**src/verilog/mapp_pkg.sv**
```systemverilog
`default_nettype none
package mapp_pkg;
   // Register byte offsets on the AXI4-Lite slave
   localparam logic [7:0] REG_CTRL = 8'h00;
   localparam logic [7:0] REG_ADDR = 8'h04;
   localparam logic [7:0] REG_WDATA = 8'h08;
   localparam logic [7:0] REG_RDATA = 8'h0c;
   localparam logic [7:0] REG_STATUS = 8'h10;
   localparam logic [7:0] REG_IRQ_STAT = 8'h14;
   localparam logic [7:0] REG_IRQ_MASK = 8'h18;
   localparam logic [7:0] REG_TIMING = 8'h1c;
   // Control word fields
   localparam int CTRL_GO = 0;
   localparam int CTRL_WRITE = 1;
   localparam int CTRL_RESET = 2;
   localparam int CTRL_SELECT = 3;
   // Interrupt bits
   localparam int IRQ_DONE = 0;
   localparam int IRQ_READY = 1;
   localparam int IRQ_BUSY_REJ = 2;
   localparam int IRQ_W = 3;
   // Reset values and widths
   localparam logic [7:0] TIMING_RST = 8'h02;
   localparam logic [31:0] CTRL_RST = 32'h0000_0008;
   localparam int ADDR_W = 19;
   localparam int ROW_W = 11;
   localparam int COL_W = 8;
   localparam int DATA_W = 8;
   // Pins toward the memory
   typedef struct packed {
      logic [ROW_W-1:0] address_pins;
      logic [DATA_W-1:0] data_out;
      logic data_oe;
      logic row_col_strobe;
      logic read_strobe_n;
      logic write_strobe_n;
      logic interface_reset_n;
      logic port_select;
   } mapp_pins_t;
   typedef enum logic [1:0] {
      MAPP_RESP_OKAY = 2'b00,
      MAPP_RESP_SLVERR = 2'b10
   } mapp_resp_t;
endpackage
`default_nettype wire
```
**src/verilog/mapp_cycle.sv**
```systemverilog
`default_nettype none
// Runs one strobe cycle on the multiplexed port; each step lasts step_len+1 clocks
module mapp_cycle
   import mapp_pkg::*;
(
   input wire logic aclk,
   input wire logic aresetn,
   input wire logic ce,
   input wire logic start,
   input wire logic is_write,
   input wire logic [ADDR_W-1:0] addr,
   input wire logic [DATA_W-1:0] wdata,
   input wire logic [7:0] step_len,
   input wire logic [DATA_W-1:0] data_pins_in,
   output logic busy,
   output logic done,
   output logic [DATA_W-1:0] rdata,
   output mapp_pins_t pins
);
   typedef enum {S_IDLE, S_ROW, S_RCLO, S_COL, S_RCHI, S_STRB, S_HOLD} mapp_step_t;
   mapp_step_t st, next_st;
   logic [7:0] cnt, next_cnt;
   logic [DATA_W-1:0] next_rdata;
   mapp_pins_t next_pins;
   logic next_done;
   logic step_end;
   assign step_end = (cnt == step_len);
   assign busy = (st != S_IDLE);

   // Sequencer next state and pin values
   always_comb begin
      next_st = st;
      next_cnt = step_end ? 8'h00 : cnt + 8'h01;
      next_pins = pins;
      next_rdata = rdata;
      next_done = 1'b0;
      case (st)
         S_IDLE: begin
            next_cnt = 8'h00;
            if (start) begin
               next_pins.row_col_strobe = 1'b1;
               next_pins.address_pins = addr[ROW_W-1:0]; // RULE1
               next_st = S_ROW;
            end
         end
         S_ROW: if (step_end) begin
            next_pins.row_col_strobe = 1'b0; // RULE1
            next_st = S_RCLO;
         end
         S_RCLO: if (step_end) begin
            next_pins.address_pins = {{(ROW_W-COL_W){1'b0}}, addr[ADDR_W-1:ROW_W]}; // RULE2
            next_st = S_COL;
         end
         S_COL: if (step_end) begin
            next_pins.row_col_strobe = 1'b1; // RULE2
            next_st = S_RCHI;
         end
         S_RCHI: if (step_end) begin
            if (is_write) begin
               next_pins.data_out = wdata; // RULE4
               next_pins.data_oe = 1'b1;
               next_pins.write_strobe_n = 1'b0; // RULE6
            end else begin
               next_pins.read_strobe_n = 1'b0; // RULE5
            end
            next_st = S_STRB;
         end
         S_STRB: if (step_end) begin
            next_pins.read_strobe_n = 1'b1;
            next_pins.write_strobe_n = 1'b1;
            next_st = S_HOLD;
         end
         S_HOLD: begin
            // Host pins lag this sequencer by one register, so read data is taken here
            if (!is_write && cnt == 8'h00) begin
               next_rdata = data_pins_in; // RULE3 RULE5
            end
            if (step_end) begin
               next_pins.data_oe = 1'b0;
               next_done = 1'b1;
               next_st = S_IDLE;
            end
         end
         default: next_st = S_IDLE;
      endcase
   end

   // Sequencer registers
   always_ff @(posedge aclk) begin
      if (!aresetn) begin
         st <= S_IDLE;
         cnt <= 8'h00;
         rdata <= '0;
         done <= 1'b0;
         pins.address_pins <= '0;
         pins.data_out <= '0;
         pins.data_oe <= 1'b0;
         pins.row_col_strobe <= 1'b1;
         pins.read_strobe_n <= 1'b1;
         pins.write_strobe_n <= 1'b1;
         pins.interface_reset_n <= 1'b0;
         pins.port_select <= 1'b1;
      end else if (ce) begin
         st <= next_st;
         cnt <= next_cnt;
         rdata <= next_rdata;
         done <= next_done;
         pins.address_pins <= next_pins.address_pins;
         pins.data_out <= next_pins.data_out;
         pins.data_oe <= next_pins.data_oe;
         pins.row_col_strobe <= next_pins.row_col_strobe;
         pins.read_strobe_n <= next_pins.read_strobe_n;
         pins.write_strobe_n <= next_pins.write_strobe_n;
      end
   end
endmodule
`default_nettype wire

```
**src/verilog/mapp_host.sv**
```systemverilog
`default_nettype none
// Functional notes
// (RULE1) The row address bits 10:0 are put on the address pins before the strobe falls.
// (RULE2) The column bits 18:11 are put on the same pins and latched as the strobe rises.
// (RULE3) In a read cycle the memory drives the byte at the latched address onto the data pins.
// (RULE4) In a write cycle the memory latches the data pins as a command or operand byte.
// (RULE5) The active-low read strobe governs reads and the memory drives data only while it is low.
// (RULE6) The active-low write strobe governs writes and is pulsed to deliver a command byte.
// (RULE7) While a program or erase runs the ready/busy line is low and new such commands are refused.
// (RULE8) When idle the ready/busy line is high and reads, programs and erases are accepted.
// (RULE9) Under supply lockout the memory ignores every write cycle.
// (RULE10) Supply lockout during a program or erase aborts it and leaves the data invalid.
// (RULE11) When supply lockout clears the command interface returns to read mode.
// (RULE12) With program supply low any program or erase is refused and flagged in status.
// (RULE13) With program supply high erase and quadruple-byte program run in fast mode.
// (RULE14) Only a subset of the memory's functions is reachable through this port.
// (RULE15) The port is chosen by a high select input at power-up or during reset and then held.
// (RULE16) While interface reset is low the memory floats its outputs and leaves reset in read mode.
// (RULE17) The memory hands the assembled address and written byte to a command decoder.
module mapp_host
   import mapp_pkg::*;
(
   input wire logic aclk,
   input wire logic aresetn,
   input wire logic ce,
   input wire logic [7:0] s_axi_awaddr,
   input wire logic s_axi_awvalid,
   output logic s_axi_awready,
   input wire logic [31:0] s_axi_wdata,
   input wire logic [3:0] s_axi_wstrb,
   input wire logic s_axi_wvalid,
   output logic s_axi_wready,
   output logic [1:0] s_axi_bresp,
   output logic s_axi_bvalid,
   input wire logic s_axi_bready,
   input wire logic [7:0] s_axi_araddr,
   input wire logic s_axi_arvalid,
   output logic s_axi_arready,
   output logic [31:0] s_axi_rdata,
   output logic [1:0] s_axi_rresp,
   output logic s_axi_rvalid,
   input wire logic s_axi_rready,
   output mapp_pins_t pins,
   input wire logic [DATA_W-1:0] data_pins_in,
   input wire logic ready_busy_out,
   output logic irq
);
   logic [31:0] ctrl, next_ctrl;
   logic [ADDR_W-1:0] addr_r, next_addr_r;
   logic [DATA_W-1:0] wdata_r, next_wdata_r;
   logic [7:0] timing, next_timing;
   logic [IRQ_W-1:0] istat, next_istat, imask, next_imask;
   logic rb_q, next_rb_q;
   logic next_irq;
   logic reset_pin, next_reset_pin;
   logic go, cyc_busy, cyc_done;
   logic [DATA_W-1:0] cyc_rdata;
   mapp_pins_t cyc_pins;
   logic [7:0] wa, next_wa;
   logic wa_ok, next_wa_ok, wd_ok, next_wd_ok;
   logic [31:0] wd, next_wd;
   logic next_awready, next_wready, next_bvalid, next_arready, next_rvalid;
   logic [1:0] next_bresp, next_rresp;
   logic [31:0] next_rdata;
   logic wr_fire;

   assign wr_fire = wa_ok && wd_ok && !s_axi_bvalid;
   assign go = ctrl[CTRL_GO] && !cyc_busy && ctrl[CTRL_RESET];

   mapp_cycle u_cycle (
      .aclk(aclk),
      .aresetn(aresetn),
      .ce(ce),
      .start(go),
      .is_write(ctrl[CTRL_WRITE]),
      .addr(addr_r),
      .wdata(wdata_r),
      .step_len(timing),
      .data_pins_in(data_pins_in),
      .busy(cyc_busy),
      .done(cyc_done),
      .rdata(cyc_rdata),
      .pins(cyc_pins)
   );

   // AXI slave channel handling and register writes
   always_comb begin
      next_wa = wa;
      next_wd = wd;
      next_wa_ok = wa_ok;
      next_wd_ok = wd_ok;
      next_awready = 1'b0;
      next_wready = 1'b0;
      next_bvalid = s_axi_bvalid && !s_axi_bready;
      next_bresp = s_axi_bresp;
      next_arready = 1'b0;
      next_rvalid = s_axi_rvalid && !s_axi_rready;
      next_rresp = s_axi_rresp;
      next_rdata = s_axi_rdata;
      next_ctrl = ctrl;
      next_addr_r = addr_r;
      next_wdata_r = wdata_r;
      next_timing = timing;
      next_imask = imask;
      next_reset_pin = reset_pin;
      next_rb_q = ready_busy_out;
      next_istat = istat;
      if (go) begin
         next_ctrl[CTRL_GO] = 1'b0;
      end
      if (s_axi_awvalid && !wa_ok && !s_axi_awready) begin
         next_awready = 1'b1;
         next_wa = s_axi_awaddr;
         next_wa_ok = 1'b1;
      end
      if (s_axi_wvalid && !wd_ok && !s_axi_wready) begin
         next_wready = 1'b1;
         next_wd = s_axi_wdata;
         next_wd_ok = 1'b1;
      end
      if (wr_fire) begin
         next_wa_ok = 1'b0;
         next_wd_ok = 1'b0;
         next_bvalid = 1'b1;
         next_bresp = MAPP_RESP_OKAY;
         if (wa[7:2] == REG_CTRL[7:2]) begin
            next_ctrl = wd;
            next_reset_pin = wd[CTRL_RESET]; // RULE16
         end else if (wa[7:2] == REG_ADDR[7:2]) begin
            next_addr_r = wd[ADDR_W-1:0];
         end else if (wa[7:2] == REG_WDATA[7:2]) begin
            next_wdata_r = wd[DATA_W-1:0];
         end else if (wa[7:2] == REG_IRQ_STAT[7:2]) begin
            next_istat = istat & ~wd[IRQ_W-1:0];
         end else if (wa[7:2] == REG_IRQ_MASK[7:2]) begin
            next_imask = wd[IRQ_W-1:0];
         end else if (wa[7:2] == REG_TIMING[7:2]) begin
            next_timing = wd[7:0];
         end else if (wa[7:2] != REG_RDATA[7:2] && wa[7:2] != REG_STATUS[7:2]) begin
            next_bresp = MAPP_RESP_SLVERR;
         end
      end
      // Event capture: set wins over the write-one clear
      if (cyc_done) begin
         next_istat[IRQ_DONE] = 1'b1;
      end
      if (ready_busy_out && !rb_q) begin
         next_istat[IRQ_READY] = 1'b1; // RULE8
      end
      if (go && ctrl[CTRL_WRITE] && !ready_busy_out) begin
         next_istat[IRQ_BUSY_REJ] = 1'b1; // RULE7
      end
      if (s_axi_arvalid && !s_axi_rvalid && !s_axi_arready) begin
         next_arready = 1'b1;
         next_rvalid = 1'b1;
         next_rresp = MAPP_RESP_OKAY;
         next_rdata = 32'h0000_0000;
         if (s_axi_araddr[7:2] == REG_CTRL[7:2]) begin
            next_rdata = ctrl;
         end else if (s_axi_araddr[7:2] == REG_ADDR[7:2]) begin
            next_rdata[ADDR_W-1:0] = addr_r;
         end else if (s_axi_araddr[7:2] == REG_WDATA[7:2]) begin
            next_rdata[DATA_W-1:0] = wdata_r;
         end else if (s_axi_araddr[7:2] == REG_RDATA[7:2]) begin
            next_rdata[DATA_W-1:0] = cyc_rdata; // RULE3
         end else if (s_axi_araddr[7:2] == REG_STATUS[7:2]) begin
            next_rdata[1:0] = {ready_busy_out, cyc_busy};
         end else if (s_axi_araddr[7:2] == REG_IRQ_STAT[7:2]) begin
            next_rdata[IRQ_W-1:0] = istat;
         end else if (s_axi_araddr[7:2] == REG_IRQ_MASK[7:2]) begin
            next_rdata[IRQ_W-1:0] = imask;
         end else if (s_axi_araddr[7:2] == REG_TIMING[7:2]) begin
            next_rdata[7:0] = timing;
         end else begin
            next_rresp = MAPP_RESP_SLVERR;
         end
      end
   end

   assign next_irq = |(istat & imask);

   // Register stage
   always_ff @(posedge aclk) begin
      if (!aresetn) begin
         ctrl <= CTRL_RST;
         addr_r <= '0;
         wdata_r <= '0;
         timing <= TIMING_RST;
         istat <= '0;
         imask <= '0;
         rb_q <= 1'b1; // Idle level of ready/busy, so no false edge after reset
         reset_pin <= 1'b0;
         wa <= '0;
         wd <= '0;
         wa_ok <= 1'b0;
         wd_ok <= 1'b0;
         s_axi_awready <= 1'b0;
         s_axi_wready <= 1'b0;
         s_axi_bvalid <= 1'b0;
         s_axi_bresp <= MAPP_RESP_OKAY;
         s_axi_arready <= 1'b0;
         s_axi_rvalid <= 1'b0;
         s_axi_rresp <= MAPP_RESP_OKAY;
         s_axi_rdata <= '0;
         irq <= 1'b0;
         pins <= '{address_pins: '0, data_out: '0, data_oe: 1'b0, row_col_strobe: 1'b1,
                   read_strobe_n: 1'b1, write_strobe_n: 1'b1, interface_reset_n: 1'b0,
                   port_select: 1'b1};
      end else if (ce) begin
         ctrl <= next_ctrl;
         addr_r <= next_addr_r;
         wdata_r <= next_wdata_r;
         timing <= next_timing;
         istat <= next_istat;
         imask <= next_imask;
         rb_q <= next_rb_q;
         reset_pin <= next_reset_pin;
         wa <= next_wa;
         wd <= next_wd;
         wa_ok <= next_wa_ok;
         wd_ok <= next_wd_ok;
         s_axi_awready <= next_awready;
         s_axi_wready <= next_wready;
         s_axi_bvalid <= next_bvalid;
         s_axi_bresp <= next_bresp;
         s_axi_arready <= next_arready;
         s_axi_rvalid <= next_rvalid;
         s_axi_rresp <= next_rresp;
         s_axi_rdata <= next_rdata;
         irq <= next_irq;
         pins <= cyc_pins;
         pins.interface_reset_n <= next_reset_pin; // RULE16
         // Port choice only moves while the memory is held in reset
         if (!pins.interface_reset_n) begin
            pins.port_select <= next_ctrl[CTRL_SELECT]; // RULE15
         end else begin
            pins.port_select <= pins.port_select;
         end
      end
   end
endmodule
`default_nettype wire

```
**config.mk**
```make
export PLATFORM = sky130hd
export DESIGN_NAME = mapp_host
export DESIGN_NICKNAME = d
export VERILOG_FILES = /design/src/verilog/mapp_pkg.sv /design/src/verilog/mapp_cycle.sv /design/src/verilog/mapp_host.sv
export SDC_FILE = /design/constraint.sdc
export NUM_CORES = 1
export LEC_CHECK = 0
export ABC_AREA = 1
export BUFFER_PORTS_ARGS = -buffer_cell sky130_fd_sc_hd__buf_2
export CELL_PAD_IN_SITES_DETAIL_PLACEMENT = 0
export CELL_PAD_IN_SITES_GLOBAL_PLACEMENT = 1
export CORE_UTILIZATION = 45
export CTS_CLUSTER_SIZE = 12
export DETAILED_ROUTE_END_ITERATION = 10
export PLACE_DENSITY_LB_ADDON = 0.1
export SKIP_LAST_GASP = 1
export SYNTH_ARGS = -nofsm -noshare
export SYNTH_HDL_FRONTEND = slang
export SYNTH_SLANG_ARGS = --single-unit
```
**constraint.sdc**
```tcl
create_clock -name aclk -period 3.2 [get_ports aclk]
set_input_delay 0.16 -clock aclk [delete_from_list [all_inputs] [get_ports aclk]]
set_output_delay 0.16 -clock aclk [all_outputs]
set_load 0.01 [all_outputs]
```
======== Word-level counts from Yosys, hierarchy flattened ========
Index checks and enable logic that the tools add are counted.
word-level totals
  register bits after elaboration ......... 255
  bits in latches ......................... 0
  memory bits (writable) .................. 0
  bits in read-only memories .............. 0
  input bits .............................. 69
  output and inout port bits .............. 67
  word-level logic and storage cells ...... 236
  memories ................................ 0
operators by class
  add/subtract/negate cells ............... 1
  multiply operators ...................... 0
  div/mod/pow operators ................... 0
  $lt $le $gt $ge ......................... 0
  equality and inequality tests ........... 39
  shifts and indexed selects .............. 0
  muxes and demuxes ....................... 75
  bitwise gates (word level) .............. 9
  reduce and logical (&&, ||, !) cells .... 71
operators with widths
  cell                                                                     number
  32-bit 2-to-1 mux                                                        7
  32-bit one-hot mux with 7 select lines                                   1
  32-bit by 3-bit equality test with 1-bit output (second input constant)  3
  32-bit by 2-bit equality test with 1-bit output (second input constant)  2
  8-bit 2-to-1 mux                                                         6
  6-bit by 3-bit equality test with 1-bit output (second input constant)   7
  2-bit 2-to-1 mux                                                         18
  11-bit 2-to-1 mux                                                        3
  32-bit by 1-bit equality test with 1-bit output (second input constant)  1
  32-bit zero test                                                         1
  32-bit nonzero test                                                      1
  2-bit by 1-bit != test with 1-bit output (second input constant)         15
  5-bit AND reduction                                                      5
  1-bit 2-to-1 mux                                                         22
  11-bit one-hot mux with 2 select lines                                   1
  2-bit nonzero test                                                       11
  3-bit 2-to-1 mux                                                         7
  19-bit 2-to-1 mux                                                        1
  6-bit by 2-bit equality test with 1-bit output (second input constant)   3
  6-bit AND reduction                                                      3
  1-bit logical AND                                                        17
  8-bit AND reduction                                                      2
  2-bit AND reduction                                                      7
  1-bit zero test                                                          13
  23 further kinds                                                         38

======== Depth between registers and ports, before layout ========
Gate-level depths: netlist of the first run.
  depth in word-level cells ............... 9
  depth in mapped cells ................... 13
  gate-level depth less buffers ........... 11

======== Modules after synthesis ========
Synthesis of the first run repeated with hierarchy kept, for this count alone.
unflattened totals
  cells, all modules ...................... 1260
  area, all modules ....................... 9223.8 µm²
by module, submodules not included
  module      instances  cells an instance  area each (µm²)
  mapp_host   1          911                6890.4
  mapp_cycle  1          349                2333.5

======== Worst setup path before layout of the first run ========
OpenSTA, ideal clock, no wires.
  kind .................................... flip-flop to flip-flop
  start ................................... register s_axi_bvalid
  end ..................................... register addr_r[0]
  library setup time ...................... 0.144 ns
  arrival time ............................ 1.280 ns
  required time ........................... 3.056 ns
  slack ................................... 1.776 ns
  stages on the path, launching flop included .. 8
  path buffers ............................ 1
  cell sequence ........................... dfxtp_1 nor2_2 nand2_1 nor2_4 nand2_2 nor2_8 buf_4 a211oi_2
between the ends
  longest elaborated chain between the ends .. 3
ends and longest elaborated chain
  what                           RTL line          text
  start: declaration             mapp_host.sv:34   output logic s_axi_bvalid,
  start signal: assignment       mapp_host.sv:224  s_axi_bvalid <= next_bvalid;
  1-bit zero test                mapp_host.sv:67   assign wr_fire = wa_ok && wd_ok && !s_axi_bvalid;
  1-bit logical AND              mapp_host.sv:67
  4-bit AND reduction (no line)  -
  end signal: assignment         mapp_host.sv:211  addr_r <= next_addr_r;
  end: declaration               mapp_host.sv:49   logic [ADDR_W-1:0] addr_r, next_addr_r;
No other way between the ends.
A chain may end at the register's enable or synchronous reset.

======== Worst setup path after layout of the first run ========
  start ................................... register wa[6]
  end ..................................... register ctrl[0]
between the ends
  longest elaborated chain between the ends .. 3
ends and longest elaborated chain
  what                      RTL line          text
  start: declaration        mapp_host.sv:59   logic [7:0] wa, next_wa;
  start signal: assignment  mapp_host.sv:218  wa <= next_wa;
  6-bit zero test           mapp_host.sv:126  if (wa[7:2] == REG_CTRL[7:2]) begin
  4-bit 2-to-1 mux          mapp_host.sv:126
  4-bit 2-to-1 mux          mapp_host.sv:121  if (wr_fire) begin
  end signal: assignment    mapp_host.sv:210  ctrl <= next_ctrl;
  end: declaration          mapp_host.sv:48   logic [31:0] ctrl, next_ctrl;
No other way between the ends.

==> impl_metrics.ini, run 1 <==
[clock_tree]
clock-sinks = 221
cts_root_buf = clkbuf_16
clk_latency_ps = 530
cts_resized = 0
numCtsBuffers = 24
cts_tree = done
cts_setup_buffers = 0
cts_buffer_depth = 3
clk_pin_slew_ps = 60
htree_levels = 1

[outcome]
status = complete, no violations

[critical_path]
slowest_stage = nand2_2
cp.required_ps = 3540
crit_type = register to register
crit_chain = nor2_2 > nand4_1 > nor2_2 > nand2_2 > o21ai_0 > a21oi_1
cp-end-kind = register
crit_end = ctrl[0]
critPathMaxFanout = 62
ff2ff_path_depth = 6
path_buf_inv = 0
crit_top_cell = nor2_2
start_kind = register
cp-startpoint = wa[6]
r2r_slack_ps = 930
r2r_start = wa[6]
arrival_ps = 2610
cp_slowest_stage_delay_ps = 630
cp_top_family = simple AND/OR/NAND/NOR gates
r2r-end = ctrl[0]
crit_cells = 6

[placed_design]
port_buffers = 125
post-dp-hpwl_mm = 15.5
gp_congestion = 0.836

[routing]
avgViaCountPerCell = 4.98
route.detailed.drc = 0
wl_per_cell_microns = 14.8
drt_iter0_drc = 477
routed_wirelength_mm = 23.4
vias = 7890
ant_nets = 0
dr.pass1.iters = 5

[finish]
finalNetCount = 1377
drive_gt1_share_pct = 16.6
register_area_sq_mm = 0.00442
nFillCells = 1953
final_common_cell = dfxtp_1
multi_input_area_sq_mm = 0.00375
final_cell_mix = dfxtp_1, nor2_1, o21ai_0
antenna_cells = 0
syn_to_final_growth_pct = 21.4

[timing]
fin_hold_ws_ps = 37.8
setup_tns_ps = 0
fin_crit_ps = 2270
slew_violations = 0
rsz0062_at_grt = false
timing.fmax_mhz = 441
fin_skew_ps = 28.7
finalSetupViolCount = 0
hold_violations = 0
slew_headroom_pct = 25.9
worstMarginPinSlew_ps = 1110
finalCritPeriodShare_pct = 70.9

[flow_run]
drv_cap = 0

[die]
die_x_microns = 143
initial_core_util_pct = 46.0
rows = 51
dieArea_sq_mm = 0.0205
core_sq_mm = 0.0195
dieHeight_microns = 143
ios = 136

[global_routing]
grt_pass1_wl_mm = 37.7
grt_max_degree = 85
grt_pass1_vias = 7275
grt-ovfl-total = 0
grt_usage_pct = 23.3
antenna_found_initial = 0

[logic_synthesis]
yosys_warnings = 0
ys_seq_area_share_pct = 49.3
synth_cells = 1167
synth_cell_types = 39
syn_avg_cell_area_sq_um = 7.69
netlist_area_sq_mm = 0.00898
yosys_register_bits = 221

[worst_hold_path]
hold_path.class = input port to register

[power_and_ir_drop]
ir_drop_uv = 386
p_leak_nw = 4.46
powerDensity_mw_per_mm2 = 622
-- per-layer routing --
layer	part of all wire, %	wire [microns]	GRT usage (%)	vias to the layer above
li1	-	-	-	4126
met1	49	11600	33.1	3576
met2	44	10300	36.8	149
met3	4.4	1020	3.49	39
met4	2.2	510	6.05	0
met5	0	0	0	-
-- kinds of logic after synthesis --
kind of cell               after synthesis  synth area share, %
and+or+nand+nor                        388                 18.5
DFF                                    221                 49.3
AOI/OAI and AO/OA                      353                 22.0
xor gates and xnor gates                 9                0.878
buffers and inverters                  193                 9.03
adders and majority gates                2                0.279
other                                    1               0.0418
-- sequential cells by signal, indices dropped and copies added (netlist names), 3 cells and up --
name,cells
imask,3
addr_r,19
wdata_r,8
u_cycle.rdata,8
timing,8
u_cycle.pins,23
s_axi_rdata,32
pins,24
u_cycle.cnt,8
istat,3
ctrl,32
u_cycle.st,3
wa,6
wd,32
-- Yosys cell counts, drive strengths merged --
library cell	instances	share of area, %
a211oi	28	3.1
a21oi	134	7.5
a31oi	4	0.28
and3	2	0.14
buf	32	2.3
clkbuf	39	1.6
clkinv	1	0.042
conb	1	0.042
dfxtp	221	49
ha	2	0.28
inv	121	5.1
nand2	131	5.6
nand3	35	2.1
nand4	11	0.77
nor2	200	9.3
nor3	7	0.50
nor4	1	0.070
o211ai	9	0.75
o21ai	165	9.2
o221ai	8	0.78
o22ai	4	0.28
o311ai	1	0.098
or2	1	0.070
xnor2	4	0.39
xor2	5	0.49
-- metrics by stage --
stage	area (sq um)	total power, mW	utilization [%]	worst slack (ps)	instances
finish	10900	6.78	55.8	932	1584
floorplan	8980	3.88	-	1780	1168
CTS	10900	6.85	55.8	942	1584
detailed placement	9660	4.11	49.4	929	1496
global placement	9660	4.10	49.4	994	1496
global route	10900	7.13	55.8	664	1584
-- cell type report --
cell class | count | area share, %
Sequential cell | 221 | 40.6
Multi-Input combinational cell | 754 | 34.4
Timing Repair Buffer | 183 | 10.9
Clock buffer | 32 | 6.06
Inverter | 122 | 4.20
Tap cell | 265 | 3.04
Clock inverter | 7 | 0.884
-- worst min-delay path by stage --
stage | start | endpoint | slack, ps | depth (start not counted)
global route | aresetn | wd[11] | 50 | 3
CTS | aresetn | ctrl[18] | 40 | 3
finish | aresetn | wd[13] | 40 | 3
floorplan | s_axi_wdata[22] | wd[22] | 290 | 2
detailed placement | s_axi_wdata[30] | wd[30] | 390 | 3
global placement | s_axi_wdata[27] | wd[27] | 380 | 3
-- repair_timing --
item,4_1_cts,5_1_grt
endpoints found under the setup margin,0,0
hold buffers,49,0
hold endpoints to repair,49,0
-- worst reg2reg max path: cells and delay by family (launching register included) --
| kind | cells | cell delay, ps |
|---|---|---|
| flops | 1 | 310 |
| simple gates | 4 | 1280 |
| compound gates | 2 | 510 |
-- report_power, final --
| part | switching [mW] | internal, mW | total, mW |
|---|---|---|---|
| clock | 1.09 | 1.60 | 2.69 |
| combinational | 0.646 | 0.366 | 1.01 |
| sequential | 0.136 | 2.94 | 3.08 |
No activity file was read; power rests on OpenSTA's default activity.
==> run 2: changes to the inputs <==
--- a/config.mk
+++ b/config.mk
@@ -5,11 +5,11 @@
 export SDC_FILE = /design/constraint.sdc
 export NUM_CORES = 1
 export LEC_CHECK = 0
-export ABC_AREA = 1
+export ABC_AREA = 0
 export BUFFER_PORTS_ARGS = -buffer_cell sky130_fd_sc_hd__buf_2
 export CELL_PAD_IN_SITES_DETAIL_PLACEMENT = 0
 export CELL_PAD_IN_SITES_GLOBAL_PLACEMENT = 1
-export CORE_UTILIZATION = 45
+export CORE_UTILIZATION = 39
 export CTS_CLUSTER_SIZE = 12
 export DETAILED_ROUTE_END_ITERATION = 10
 export PLACE_DENSITY_LB_ADDON = 0.1
==> constraint.sdc (replaced) <==
create_clock -name aclk -period 1.9 [get_ports aclk]
set_input_delay 0.095 -clock aclk [delete_from_list [all_inputs] [get_ports aclk]]
set_output_delay 0.095 -clock aclk [all_outputs]
set_load 0.01 [all_outputs]
==> run 2 against run 1 <==
The flow now finishes with violations (setup timing). First-iteration DRC count fell by 13%. Clock skew fell by 22 ps. Critical endpoint is now wdata_r[2]. Global-route usage fell by 1.7 points. Utilization fell by 4.0 points. Power rose by 52%. Hold slack got worse by 7.6 ps. Register-to-register slack got worse by 950 ps. Synthesized cell count fell by 8.7%. Routed wire length rose by 14%. Non-clock buffer count rose by 69. Critical path depth did not move. Critical path type unchanged.
==> impl_metrics.ini, run 2 <==
[die]
dieHeight_microns = 157
core_sq_mm = 0.0235
die_x_microns = 157
rows = 56
dieArea_sq_mm = 0.0248
ios = 136
initial_core_util_pct = 40.0

[timing]
setup_ws_ps = -13.4
setup_tns_ps = -20.2
fin_skew_ps = 6.98
hold_violations = 0
finalSetupViolCount = 3
finalCritPeriodShare_pct = 101
rsz0062_at_grt = true
slew_violations = 0
fin_crit_ps = 1910
timing.fmax_mhz = 523

[logic_synthesis]
ys.flop_type = dfxtp_1
yosys_warnings = 0
synth_cells = 1066
netlist_area_sq_mm = 0.00942
ys_seq_area_share_pct = 47.0
syn_avg_cell_area_sq_um = 8.83
synth_commonest_cells = nand2_1, dfxtp_1, a21boi_0, mux2i_1, clkbuf_1
ys_async_sr_fraction_pct = 0
ys_top_cells_by_area = dfxtp_1, nand2_1, mux2i_1
synth_cell_types = 65
synth_top_area_share_pct = 47.0
yosysTopAreaCell = dfxtp_1
yosys.cell_count.top_type = nand2_1
synth-edff-count = 0
yosys_register_bits = 221

[critical_path]
arrival_ps = 2330
cp_slowest_stage_delay_ps = 510
slowest_stage = or4b_4
crit_type = register to register
cp-end-kind = register
critPathMaxFanout = 16
r2r-end = wdata_r[2]
start_kind = register
cp.required_ps = 2310
r2r_start = wa[5]
ff2ff_path_depth = 6
r2r_slack_ps = -10
crit_chain = or3_4 > or2_1 > or4b_4 > buf_12 > nand3_1 > o21ai_2

[placed_design]
gp_congestion = 0.800
dp.cells = 1496
port_buffers = 125
post-place-ws_ps = -42.0
post-dp-hpwl_mm = 18.2

[routing]
routed_wirelength_mm = 26.6
wl_per_cell_microns = 16.7
vias = 7942
drt_iter0_drc = 414
avgViaCountPerCell = 4.96
ant_nets = 0
dr.pass1.iters = 5
route.detailed.drc = 0

[clock_tree]
cts_tree = done
htree_levels = 1
cts_buffer_depth = 3
clk_latency_ps = 520
cts_root_buf = clkbuf_16
clock-sinks = 221
numCtsBuffers = 26
clk_pin_slew_ps = 60

[outcome]
status = finished, violations left
violations = setup timing

[worst_hold_path]
hold_path.class = input port to register
min_from = s_axi_araddr[5]
holdPathEnd = s_axi_rresp[1]
holdPathStages = 4

[global_routing]
grt-ovfl-total = 0
antenna_found_initial = 0
grt_pass1_wl_mm = 41.6
grt_max_degree = 68
grt_pass1_vias = 7476
grt_usage_pct = 21.6

[finish]
final_util_pct = 51.9
final_common_cell = nand2_1
finalNetCount = 1335
final_cell_mix = nand2_1, dfxtp_1, buf_2
antenna_cells = 0
layout.cells.non_filler = 1600
reg_top3 = ctrl (32), s_axi_rdata (32), wd (32)
syn_to_final_growth_pct = 29.6
drive_gt1_share_pct = 21.0

[power_and_ir_drop]
p_leak_nw = 4.95
comb_power_share_pct = 7.1
internal_power_mw = 7.95
ir_drop_uv = 573
swShare_pct = 22.8
seq_power_share_pct = 46.4
p_switching_mw = 2.35
clkPwrFrac_pct = 46.5
powerDensity_mw_per_mm2 = 844

[flow_run]
drv_cap = 0
run 2: cell count changes after synthesis, sizes merged, moves of 22 or more:
cell / previous run / this run
a211oi: 28 / 2
a21boi: 0 / 106
a21oi: 134 / 17
inv: 121 / 11
mux2i: 0 / 62
nand2: 131 / 227
nand3: 35 / 57
nor2: 200 / 37
nor2b: 0 / 56
o21ai: 165 / 36
run 2: cell families after synthesis:
kind of cell	share of synthesized area [%]
AND/OR/NAND/NOR	23.2
buffers and inverters	4.15
flip-flops	47.0
other	0.0398
AO/OA/AOI/OAI	17.1
multiplexers	7.07
XOR/XNOR	1.21
adder cells (fa/ha/maj)	0.266
run 2: stage by stage:
step	total power, mW	instance area, sq um	hold slack (ps)
6_report	10.3	12200	30.3
4_1_cts	10.4	12100	18.6
3_3_place_gp	5.53	10700	341
3_5_place_dp	5.53	10700	344
5_1_grt	10.7	12200	39.3
2_1_floorplan	5.24	9420	223
run 2: routing by layer:
| metal | wire length [microns] | part of all wire, % | GRT usage [%] | vias to the layer above |
|---|---|---|---|---|
| met4 | 543 | 2.0 | 5.13 | 0 |
| met1 | 13100 | 49 | 30.4 | 3691 |
| met2 | 11900 | 45 | 34.4 | 156 |
| met5 | 0 | 0 | 0 | - |
| li1 | - | - | - | 4064 |
| met3 | 1120 | 4.2 | 3.30 | 31 |
run 2: area by class of cell:
| cell class | count | area (sq um) |
|---|---|---|
| tap | 319 | 399 |
| sequential | 221 | 4420 |
| inverter | 11 | 41.3 |
| timing repair buffer | 252 | 1840 |
| clock buffer | 42 | 812 |
| fill | 2315 | 11300 |
| multi-input combinational | 752 | 4670 |
| clock inverter | 3 | 15.0 |
run 2: repair_timing:
action | in CTS | in global routing
resized for setup | 4 | 10
hold buffers | 51 | 0
endpoints found under the setup margin | 44 | 58
endpoints found under the hold margin | 65 | 0
gates cloned | 0 | 1
pin swaps | 0 | 2
setup buffers | 2 | 5
run 2: critical path, delay by kind of cell, from the launching register on:
| family | cells | cell delay [ps] |
|---|---|---|
| compound gates | 1 | 50 |
| buf+inv | 1 | 170 |
| flops | 1 | 310 |
| simple gates | 4 | 1270 |
run 2: how the worst max path moves through the flow:
stage          cells after the start  slack, ps  startpoint    endpoint
2_1_floorplan                      7         10       wa[5]  wdata_r[5]
3_3_place_gp                       6        -20       wa[5]  wdata_r[7]
3_5_place_dp                       8        -40       wa[5]     ctrl[5]
4_1_cts                            6          8       wa[5]  wdata_r[2]
5_1_grt                            6        -50       wa[5]  wdata_r[7]
6_report                           6        -10       wa[5]  wdata_r[2]
run 2: power groups by stage:
stage	sequential, mW	clock, mW	combinational, mW
CTS	4.78	4.89	0.730
finish	4.78	4.79	0.730
global placement	4.88	0	0.648
detailed placement	4.88	0	0.647
floorplan	4.87	0	0.367
global route	4.79	5.10	0.802
